--- src/mcg_params.svh ---
// Constants for the module clock gate control block: offsets, fields,
// reset values and timing counts. Included by the package and the top.
`ifndef MCG_PARAMS_SVH
`define MCG_PARAMS_SVH

// Register byte offsets on the bus
`define MCG_ADR_W          8
`define MCG_OFF_CTRL       8'h00
`define MCG_OFF_STAT       8'h04
`define MCG_OFF_OSC        8'h08

// Fields of module_clock_ctrl
`define MCG_CTRL_DIS_REQ   0
`define MCG_CTRL_DIS_STAT  1
`define MCG_CTRL_SLP_IGN   3

// Fields of the status register
`define MCG_STAT_SLEEP     0
`define MCG_STAT_CLK_EN    1
`define MCG_STAT_OSC_EXT   2

// Fields of the oscillator control register
`define MCG_OSC_EXT_MODE   0

// Reset values
`define MCG_RST_DIS_REQ    1'h0
`define MCG_RST_SLP_IGN    1'h0
`define MCG_RST_OSC_EXT    1'h1

// Time for the kernel clock gate to settle, and its cycle count (rounded up)
`define MCG_CLK_PERIOD_NS  5
`define MCG_GATE_SETTLE_NS 10
`define MCG_GATE_SETTLE_CYC ((`MCG_GATE_SETTLE_NS + `MCG_CLK_PERIOD_NS - 1) / `MCG_CLK_PERIOD_NS)

`endif

--- src/mcg_pkg.sv ---
// Types for the module clock gate control block.
// Assumes mcg_params.svh is on the include path.
`include "mcg_params.svh"

package mcg_pkg;

  // Which flavour of module the control sits in
  typedef enum logic [1:0] {
    MCG_VAR_FULL,
    MCG_VAR_NO_SLP_IGN,
    MCG_VAR_CHECKSUM
  } mcg_variant_t;

  // Kernel clock gate sequencing
  typedef enum logic [1:0] {
    MCG_RUN,
    MCG_STOP,
    MCG_OFF,
    MCG_START
  } mcg_state_t;

  // Classic Wishbone request from the master
  typedef struct packed {
    logic                   cyc;
    logic                   stb;
    logic                   we;
    logic [3:0]             sel;
    logic [`MCG_ADR_W-1:0]  adr;
    logic [31:0]            dat;
  } mcg_wb_req_t;

endpackage

--- src/mcg_top.sv ---
// Module clock gate control: disable request/status, sleep handling,
// oscillator input-mode control, reached over a classic Wishbone slave.
// Assumes clk is the peripheral bus clock and sleep_req comes from logic on clk.
//
// The address map and the Wishbone interface to the registers were decided locally.
`timescale 1ns/100ps
`include "mcg_params.svh"

// Behaviour
// - Software disable request bit at position 0
// - Read-only disable status bit at position 1
// - Sleep-ignore zero lets sleep request through
// - Sleep-ignore one blocks the sleep request
// - Some variants have no sleep-ignore control
// - Checksum variant: bit stored, without effect
// - Kernel clock is the peripheral bus clock
// - Oscillator external input mode after power-on reset
module mcg_top
  import mcg_pkg::*;
#(
  parameter mcg_variant_t VARIANT = MCG_VAR_FULL
) (
  // Clock and reset
  input  wire logic        clk,
  input  wire logic        rstn,
  // Wishbone slave
  input  wire mcg_wb_req_t wb_req,
  output logic             wb_ack,
  output logic [31:0]      wb_dat_o,
  // Sleep controller
  input  wire logic        sleep_req,
  output logic             module_sleep,
  // Kernel clock and oscillator
  output logic             kernel_clk_en,
  output logic             osc_ext_mode
);

  localparam logic [1:0] SETTLE_LAST = 2'(`MCG_GATE_SETTLE_CYC - 1);

  logic       ack_q;
  logic [31:0] rdat_q;
  logic       dis_req_q;
  logic       slp_ign_q;
  logic       dis_stat_q;
  logic       sleep_q;
  logic       clk_en_q;
  logic       osc_ext_q;
  logic [1:0] cnt_q;
  mcg_state_t state_q;
  logic       acc;
  logic       wr_ctrl;
  logic       wr_osc;
  logic       ign_eff;
  logic       stop_want;

  // Bus access decode: one access per request, answered the next cycle
  assign acc     = wb_req.cyc & wb_req.stb & ~ack_q;
  assign wr_ctrl = acc & wb_req.we & wb_req.sel[0] & (wb_req.adr == `MCG_OFF_CTRL);
  assign wr_osc  = acc & wb_req.we & wb_req.sel[0] & (wb_req.adr == `MCG_OFF_OSC);

  // Sleep-ignore acts only in the full variant
  assign ign_eff   = (VARIANT == MCG_VAR_FULL) & slp_ign_q;
  assign stop_want = dis_req_q | sleep_q;

  // Acknowledge: one cycle high, then low
  always_ff @(posedge clk or negedge rstn) begin
    if (!rstn) begin
      ack_q <= 1'b0;
    end else begin
      ack_q <= acc;
    end
  end

  // Read data; unmapped offsets read as zero
  always_ff @(posedge clk or negedge rstn) begin
    if (!rstn) begin
      rdat_q <= 32'h0;
    end else if (acc && !wb_req.we) begin
      rdat_q <= 32'h0;
      case (wb_req.adr)
        `MCG_OFF_CTRL: begin
          rdat_q[`MCG_CTRL_DIS_REQ]  <= dis_req_q;
          rdat_q[`MCG_CTRL_DIS_STAT] <= dis_stat_q;
          rdat_q[`MCG_CTRL_SLP_IGN]  <= slp_ign_q;
        end
        `MCG_OFF_STAT: begin
          rdat_q[`MCG_STAT_SLEEP]   <= sleep_q;
          rdat_q[`MCG_STAT_CLK_EN]  <= clk_en_q;
          rdat_q[`MCG_STAT_OSC_EXT] <= osc_ext_q;
        end
        `MCG_OFF_OSC: begin
          rdat_q[`MCG_OSC_EXT_MODE] <= osc_ext_q;
        end
        default: begin
          rdat_q <= 32'h0;
        end
      endcase
    end
  end

  // Control bits written by software
  always_ff @(posedge clk or negedge rstn) begin
    if (!rstn) begin
      dis_req_q <= `MCG_RST_DIS_REQ;
      slp_ign_q <= `MCG_RST_SLP_IGN;
    end else if (wr_ctrl) begin
      dis_req_q <= wb_req.dat[`MCG_CTRL_DIS_REQ];
      if (VARIANT != MCG_VAR_NO_SLP_IGN) begin
        slp_ign_q <= wb_req.dat[`MCG_CTRL_SLP_IGN];
      end
    end
  end

  // Oscillator starts in external input mode until software changes it
  always_ff @(posedge clk or negedge rstn) begin
    if (!rstn) begin
      osc_ext_q <= `MCG_RST_OSC_EXT;
    end else if (wr_osc) begin
      osc_ext_q <= wb_req.dat[`MCG_OSC_EXT_MODE];
    end
  end

  // Sleep request honoured or disregarded
  always_ff @(posedge clk or negedge rstn) begin
    if (!rstn) begin
      sleep_q <= 1'b0;
    end else begin
      sleep_q <= sleep_req & ~ign_eff;
    end
  end

  // Kernel clock gate sequencing; status follows the real gate state
  always_ff @(posedge clk or negedge rstn) begin
    if (!rstn) begin
      state_q    <= MCG_RUN;
      clk_en_q   <= 1'b1;
      dis_stat_q <= 1'b0;
      cnt_q      <= 2'h0;
    end else begin
      case (state_q)
        MCG_RUN: begin
          if (stop_want) begin
            clk_en_q <= 1'b0;
            cnt_q    <= 2'h0;
            state_q  <= MCG_STOP;
          end
        end
        MCG_STOP: begin
          if (cnt_q == SETTLE_LAST) begin
            dis_stat_q <= 1'b1;
            state_q    <= MCG_OFF;
          end else begin
            cnt_q <= cnt_q + 2'h1;
          end
        end
        MCG_OFF: begin
          if (!stop_want) begin
            clk_en_q <= 1'b1;
            cnt_q    <= 2'h0;
            state_q  <= MCG_START;
          end
        end
        MCG_START: begin
          if (cnt_q == SETTLE_LAST) begin
            dis_stat_q <= 1'b0;
            state_q    <= MCG_RUN;
          end else begin
            cnt_q <= cnt_q + 2'h1;
          end
        end
        default: begin
          state_q <= MCG_RUN;
        end
      endcase
    end
  end

  // Outputs straight from flip-flops
  assign wb_ack        = ack_q;
  assign wb_dat_o      = rdat_q;
  assign module_sleep  = sleep_q;
  assign kernel_clk_en = clk_en_q;
  assign osc_ext_mode  = osc_ext_q;

  // Checks
  property p_dis_req_store;
    @(posedge clk) disable iff (!rstn)
      wr_ctrl |=> dis_req_q == $past(wb_req.dat[`MCG_CTRL_DIS_REQ]);
  endproperty
  a_dis_req_store: assert property (p_dis_req_store) else $error("disable request not stored");

  property p_stat_gate;
    @(posedge clk) disable iff (!rstn)
      (dis_stat_q && clk_en_q) |-> state_q == MCG_START;
  endproperty
  a_stat_gate: assert property (p_stat_gate) else $error("status disabled while clock runs");

  property p_sleep_honour;
    @(posedge clk) disable iff (!rstn)
      (sleep_req && !ign_eff) |=> module_sleep;
  endproperty
  a_sleep_honour: assert property (p_sleep_honour) else $error("sleep request not honoured");

  property p_sleep_ignore;
    @(posedge clk) disable iff (!rstn)
      ign_eff |=> !module_sleep;
  endproperty
  a_sleep_ignore: assert property (p_sleep_ignore) else $error("ignored sleep entered");

  property p_no_ign_variant;
    @(posedge clk) disable iff (!rstn)
      (VARIANT == MCG_VAR_NO_SLP_IGN) |-> !slp_ign_q;
  endproperty
  a_no_ign_variant: assert property (p_no_ign_variant) else $error("absent sleep-ignore bit set");

  property p_checksum_store;
    @(posedge clk) disable iff (!rstn)
      (VARIANT == MCG_VAR_CHECKSUM && wr_ctrl) |=> slp_ign_q == $past(wb_req.dat[`MCG_CTRL_SLP_IGN]) && !ign_eff;
  endproperty
  a_checksum_store: assert property (p_checksum_store) else $error("checksum variant bit wrong");

  property p_gate_cause;
    @(posedge clk) disable iff (!rstn)
      $fell(clk_en_q) |-> $past(stop_want);
  endproperty
  a_gate_cause: assert property (p_gate_cause) else $error("kernel clock stopped without cause");

  property p_osc_change;
    @(posedge clk) disable iff (!rstn)
      $fell(osc_ext_q) |-> $past(wr_osc);
  endproperty
  a_osc_change: assert property (p_osc_change) else $error("oscillator mode left without write");

  property p_status_lag;
    @(posedge clk) disable iff (!rstn)
      $rose(dis_stat_q) |-> $past(clk_en_q, 3) && !$past(clk_en_q, 2) && !clk_en_q;
  endproperty
  a_status_lag: assert property (p_status_lag) else $error("disable status not lagging gate");

  property p_ack_pulse;
    @(posedge clk) disable iff (!rstn)
      wb_ack |=> !wb_ack;
  endproperty
  a_ack_pulse: assert property (p_ack_pulse) else $error("ack longer than one cycle");

  // Every taken access is answered on the next edge
  property p_ack_answer;
    @(posedge clk) disable iff (!rstn)
      acc |=> wb_ack;
  endproperty
  a_ack_answer: assert property (p_ack_answer) else $error("access not answered in one cycle");

  // Read of the control register returns the request bit
  property p_rdat_ctrl;
    @(posedge clk) disable iff (!rstn)
      (acc && !wb_req.we && wb_req.adr == `MCG_OFF_CTRL) |=> wb_dat_o[`MCG_CTRL_DIS_REQ] == $past(dis_req_q);
  endproperty
  a_rdat_ctrl: assert property (p_rdat_ctrl) else $error("disable request read back wrong");

  // Parked with the gate closed means status reads disabled
  property p_gate_off;
    @(posedge clk) disable iff (!rstn)
      (state_q == MCG_OFF) |-> dis_stat_q && !clk_en_q;
  endproperty
  a_gate_off: assert property (p_gate_off) else $error("stopped module not reported disabled");

  // Full variant stores the sleep-ignore bit as written
  property p_slp_ign_store;
    @(posedge clk) disable iff (!rstn)
      (VARIANT == MCG_VAR_FULL && wr_ctrl) |=> slp_ign_q == $past(wb_req.dat[`MCG_CTRL_SLP_IGN]);
  endproperty
  a_slp_ign_store: assert property (p_slp_ign_store) else $error("sleep-ignore bit not stored");

  // Status register shows the real kernel clock gate
  property p_stat_rdat;
    @(posedge clk) disable iff (!rstn)
      (acc && !wb_req.we && wb_req.adr == `MCG_OFF_STAT) |=> wb_dat_o[`MCG_STAT_CLK_EN] == $past(clk_en_q);
  endproperty
  a_stat_rdat: assert property (p_stat_rdat) else $error("kernel clock state read back wrong");

  // Oscillator mode follows software once written
  property p_osc_write;
    @(posedge clk) disable iff (!rstn)
      wr_osc |=> osc_ext_q == $past(wb_req.dat[`MCG_OSC_EXT_MODE]);
  endproperty
  a_osc_write: assert property (p_osc_write) else $error("oscillator mode write lost");

  // Status clears only two edges after the clock is back
  property p_restart_lag;
    @(posedge clk) disable iff (!rstn)
      $fell(dis_stat_q) |-> !$past(clk_en_q, 3) && $past(clk_en_q, 2) && clk_en_q;
  endproperty
  a_restart_lag: assert property (p_restart_lag) else $error("enable status not lagging gate");

  // Running state keeps the clock on and status enabled
  property p_run_state;
    @(posedge clk) disable iff (!rstn)
      (state_q == MCG_RUN) |-> clk_en_q && !dis_stat_q;
  endproperty
  a_run_state: assert property (p_run_state) else $error("running module not reported enabled");

endmodule // mcg_top

--- config.mk ---
export PLATFORM = sky130hd
export DESIGN_NAME = mcg_top
export DESIGN_NICKNAME = d
export VERILOG_FILES = /design/src/mcg_pkg.sv /design/src/mcg_top.sv
export VERILOG_INCLUDE_DIRS = /design/src
export SDC_FILE = /design/constraint.sdc
export NUM_CORES = 1
export LEC_CHECK = 0
export ABC_AREA = 1
export ABC_CLOCK_PERIOD_IN_PS = 1300
export BUFFER_PORTS_ARGS = -buffer_cell sky130_fd_sc_hd__buf_2
export CORE_MARGIN = 4
export CORE_UTILIZATION = 35
export CTS_CLUSTER_SIZE = 20
export DETAILED_ROUTE_END_ITERATION = 12
export PLACE_DENSITY = 0.86
export SYNTH_ARGS = -nofsm -noshare
export SYNTH_HDL_FRONTEND = slang
export SYNTH_SLANG_ARGS = --single-unit
--- constraint.sdc ---
create_clock -name clk -period 1.3 [get_ports clk]
set_input_delay 0.065 -clock clk [delete_from_list [all_inputs] [get_ports clk]]
set_output_delay 0.065 -clock clk [all_outputs]
set_load 0.05 [all_outputs]
* Word-level counts from Yosys, hierarchy flattened *
Cells that the tools add are included.

cells by class
  eq/ne operators = 11
  reductions and logical operators = 11
  multiplexer cells = 19
  bitwise gates (word level) = 10
  add/subtract/negate cells = 1

operators with widths
  kind                 count
  $mux 2               7
  $ne 2x2->1 const B   5
  $reduce_and 3->1     3
  $eq 8x3->1 const B   1
  $eq 8x4->1 const B   1
  $logic_not 8->1      1
  $pmux 2 s4           1
  $and 1x1->1          7
  $mux 1               6
  $pmux 1 s2           3
  $pmux 2 s3           1
  $eq 2x1->1 const B   2
  $eq 2x2->1 const B   2
  $reduce_and 4->1     1
  $reduce_bool 2->1    2
  $pmux 1 s3           1
  $add 2x1->2 const B  1
  $logic_not 2->1      1
  $not 1->1            2
  $reduce_or 2->1      1
  $logic_and 1x1->1    1
  $logic_not 1->1      1
  $or 1x1->1           1

word-level totals
  output and inout port bits = 36
  flip-flop bits (word level) = 15

* Depth between registers and ports, before layout *
  depth after elaboration = 5
  gate-level depth with buffers = 8

* Worst setup path before layout *
OpenSTA, ideal clock, no wires.

  path kind = flip-flop to flip-flop
  from = reg ack_q (netlist: wb_ack)
  to = reg rdat_q[1] (netlist: wb_dat_o[1])
  arrival time = 1.144 ns
  clock period less this slack = 1.269 ns
  path slack = 0.031 ns
  data required time = 1.175 ns
  stages on the path, launching flop included = 7
  library setup time = 0.125 ns
  path through = dfrtp_1 > nor2_2 > inv_2 > nor2_4 > inv_1 > nand2_1 > nand3_1

between the ends
  word-level cells in the longest chain between the ends = 3

ends and longest elaborated chain
  item                           line           source
  start, declared                mcg_top.sv:40  logic ack_q;
  start signal, assigned         mcg_top.sv:68  ack_q <= 1'b0;
  start signal, assigned         mcg_top.sv:70  ack_q <= acc;
  $not 1->1                      mcg_top.sv:57  assign acc = wb_req.cyc & wb_req.stb & ~ack_q;
  $and 1x1->1                    mcg_top.sv:57
  named net acc                  mcg_top.sv:50  logic acc;
  $logic_and 1x1->1              mcg_top.sv:78  end else if (acc && !wb_req.we) begin
  end signal, assigned by index  mcg_top.sv:82  rdat_q[`MCG_CTRL_DIS_REQ] <= dis_req_q;
  end signal, assigned by index  mcg_top.sv:83  rdat_q[`MCG_CTRL_DIS_STAT] <= dis_stat_q;
  end signal, assigned by index  mcg_top.sv:84  rdat_q[`MCG_CTRL_SLP_IGN] <= slp_ign_q;
  end, declared                  mcg_top.sv:41  logic [31:0] rdat_q;

The timed path passes the listed nets, and every way through them passes these cells.
A chain may end at the register's enable or synchronous reset.

* Worst setup path in the final report *
  from = reg state_q[0]
  to = reg state_q[1]

between the ends
  word-level cells in the longest chain between the ends = 3

ends and longest elaborated chain
  item                                      line            source
  start, declared                           mcg_top.sv:49   mcg_state_t state_q;
  start signal, assigned                    mcg_top.sv:135  state_q <= MCG_RUN;
  start signal, assigned                    mcg_top.sv:145  state_q <= MCG_STOP;
  start signal, assigned                    mcg_top.sv:151  state_q <= MCG_OFF;
  $eq 2x1->1, or another cell as far along  mcg_top.sv:140  case (state_q)
  $ne 2x2->1 (no line)                      n/a
  $reduce_and 4->1 (no line)                n/a

Parallel ways exist; a longest one is shown, timed or not.

==> summary.txt <==
# DRC -> 0
nets@finish -> 222
first-pass GRT wire length -> 2870 um
H-tree Lvls -> 1
Inserted Diodes -> 0
Leak -> 0.661 nW
drt wl/cell -> 9.51 um
First-pass DRT Iterations -> 3
I/O pin count -> 86
CTS clk-pin slew, worst paths -> 80 ps
worst setup margin -> 60.5 ps
clk sinks -> 15
drt total wl -> 1870 um
RePlAce Congestion -> 0.775
Sw Ratio -> 46.3%
Power Dens Cells -> 1540 mW/mm^2
RSZ-0062 raised after global routing -> true
core area -> 0.00278 mm^2
TNS Setup -> 0 ps
launch point of the worst reg-to-reg path -> state_q[0]
internal power -> 0.978 mW
post-synthesis cell area -> 0.00103 mm^2
post-DP HPWL -> 1470 um
highest clock rate -> 807 MHz
register area share after synthesis -> 36.7%
asr flop ratio synth -> 100%
critical path cell sequence -> inv_2 > ha_2 > inv_1 > nand2_2 > nand2_4 > o21ai_4 > nor2_1 > a21oi_1
FF-to-FF path depth -> 8
required time of the critical path -> 1470 ps
slowest stage delay, CP -> 420 ps
largest net degree at the start of global routing -> 16
GR Overflow Total -> 0
clk_lat worst skew -> 280 ps
# rows -> 19
Die H -> 62.2 um
post-route cell area -> 0.00118 mm^2
share of cells above drive strength 1 -> 27.7%
Mapped Avg Cell Area -> 7.68 um^2
crit-path max FO -> 4
IO buf count -> 24
Final setup viols -> 0
Worst Setup End Kind -> flip-flop
Initial DRC Count -> 7
Clk pwr share -> 14.3%
Layout area overhead -> 14.8%
pre-CTS setup slack -> -16.6 ps
DIE WIDTH -> 62.2 um
worst hold path depth -> 3
register bit total from synthesis -> 15
vias in the first global route -> 721
CP startpoint kind -> flip-flop
Hold Worst Slack -> 11.7 ps
Reg2Reg Setup Slack -> 60 ps
Final Hold Viols -> 0
most common cell after layout, fill and taps aside -> conb_1
CP startpoint -> state_q[0]
Final Cycle Share -> 95.3%
hold endpoint -> ign_eff
Crit Path Class -> reg -> reg
CP top delay family -> flip-flops
WP data arrival -> 1410 ps
Main synth FF type -> dfrtp_1
number of flops mapped to enable cells by yosys -> 0
Initial Utilization -> 37.0%
status -> completed
Synth cell types -> 18
worst hold start -> wb_req[3]
CP max stage cell -> dfrtp_1
full die area -> 0.00387 mm^2
Max Slew Vio Count -> 0
CTS Root Cell -> clkbuf_4
max_cap viols -> 0
Hold Path Class -> in -> reg
placed cell areas -> 0.00108 mm^2
Clock Path Buffers -> 2
combinational share of power -> 50.2%
Peak VDD IR -> 0.788 mV
vias per std cell -> 4.11
initial antenna violation count -> 0
Psw -> 0.844 mW
most frequent cells in the layout -> 28 x conb_1, 26 x nand2_1, 24 x buf_2, 15 x nor2_1
Yosys warning count -> 0
Worst Path Buf+Inv -> 2
Min Clock Period, post-route -> 1240 ps
Seq pwr share -> 35.5%
Largest register FFs -> 4
CTS tree -> yes
Worst R2R End -> state_q[1]
number of nets with antenna violations after routing -> 0
CTS buffer count -> 3
worst clock skew -> 0.863 ps
routed vias -> 809
Cells after Synth -> 134
Total GRT Usage -> 9.06%
==> cell usage after synthesis, types with 2 or more instances <==
master	number	area share [%]
dfrtp_1	13	32
ha_1	5	6.1
nand3_1	9	4.4
nand2_1	29	11
o21ai_1	3	1.5
o21ai_0	4	1.9
nor2_1	16	5.8
inv_1	15	5.5
nor2_4	3	3.3
buf_4	28	20
dfstp_2	2	5.1
==> per-stage QoR <==
stage               total power, mW  cells  util, %
floorplan                      1.32    161        -
global placement               1.36    188     38.8
detailed placement             1.40    188     38.8
CTS                            1.69    195     41.1
global route                   1.97    197     42.5
finish                         1.82    197     42.5
==> worst reg2reg max path, stage by stage, from the launching register on <==
cell and delay (ps):
dfrtp_1 420, inv_2 60, ha_2 190, inv_1 90, nand2_2 80, nand2_4 90
o21ai_4 70, nor2_1 90, a21oi_1 50
==> area by class of cell <==
| type | count | area [um^2] |
|---|---|---|
| Timing Repair Buffer | 29 | 165 |
| Multi-Input combinational cell | 102 | 513 |
| Fill cell | 287 | 1600 |
| Sequential cell | 15 | 378 |
| Tap cell | 31 | 38.8 |
| Clock buffer | 4 | 26.3 |
| Inverter | 16 | 60.1 |
==> power groups by stage <==
| stage | clock, mW | combinational [mW] | sequential [mW] |
|---|---|---|---|
| after CTS | 0.273 | 0.776 | 0.646 |
| final | 0.260 | 0.914 | 0.647 |
| after global routing | 0.292 | 1.02 | 0.659 |
| after global placement | 0 | 0.716 | 0.647 |
| after floorplan | 0 | 0.592 | 0.724 |
| after detailed placement | 0 | 0.745 | 0.651 |
==> worst max path at each step <==
stage	endpoint	depth (start not counted)
6_report	state_q[1]	8
5_1_grt	state_q[1]	8
4_1_cts	state_q[1]	8
3_5_place_dp	state_q[0]	8
3_3_place_gp	cnt_q[1]	7
2_1_floorplan	wb_dat_o[1]	6
==> cells by family (layout without fill, tap and decap cells) <==
kind of cell	Yosys count	after routing	synth area share, %
compound gates	10	10	5.35
fa+ha+maj	5	5	6.08
flops	15	15	36.7
simple gates	59	59	25.2
other cells	1	28	0.365
buf+inv	44	49	26.3
==> per-layer routing <==
| metal | wire length (um) | GRT usage [%] | part of all wire (%) |
|---|---|---|---|
| met4 | 53 | 6.50 | 2.8 |
| met3 | 170 | 2.52 | 9.1 |
| met2 | 949 | 15.5 | 51 |
| met1 | 700 | 9.29 | 37 |
| met5 | 0 | 0 | 0 |
==> timing repair <==
| action | in CTS | in global routing |
|---|---|---|
| setup endpoints to repair | 4 | 4 |
| gates cloned | 0 | 0 |
| setup buffers | 0 | 2 |
| pin swaps | 2 | 3 |
| resized for setup | 4 | 10 |
| hold buffers | 3 | 0 |
| hold endpoints to repair | 17 | 0 |
No activity file was read; power rests on OpenSTA's default activity.
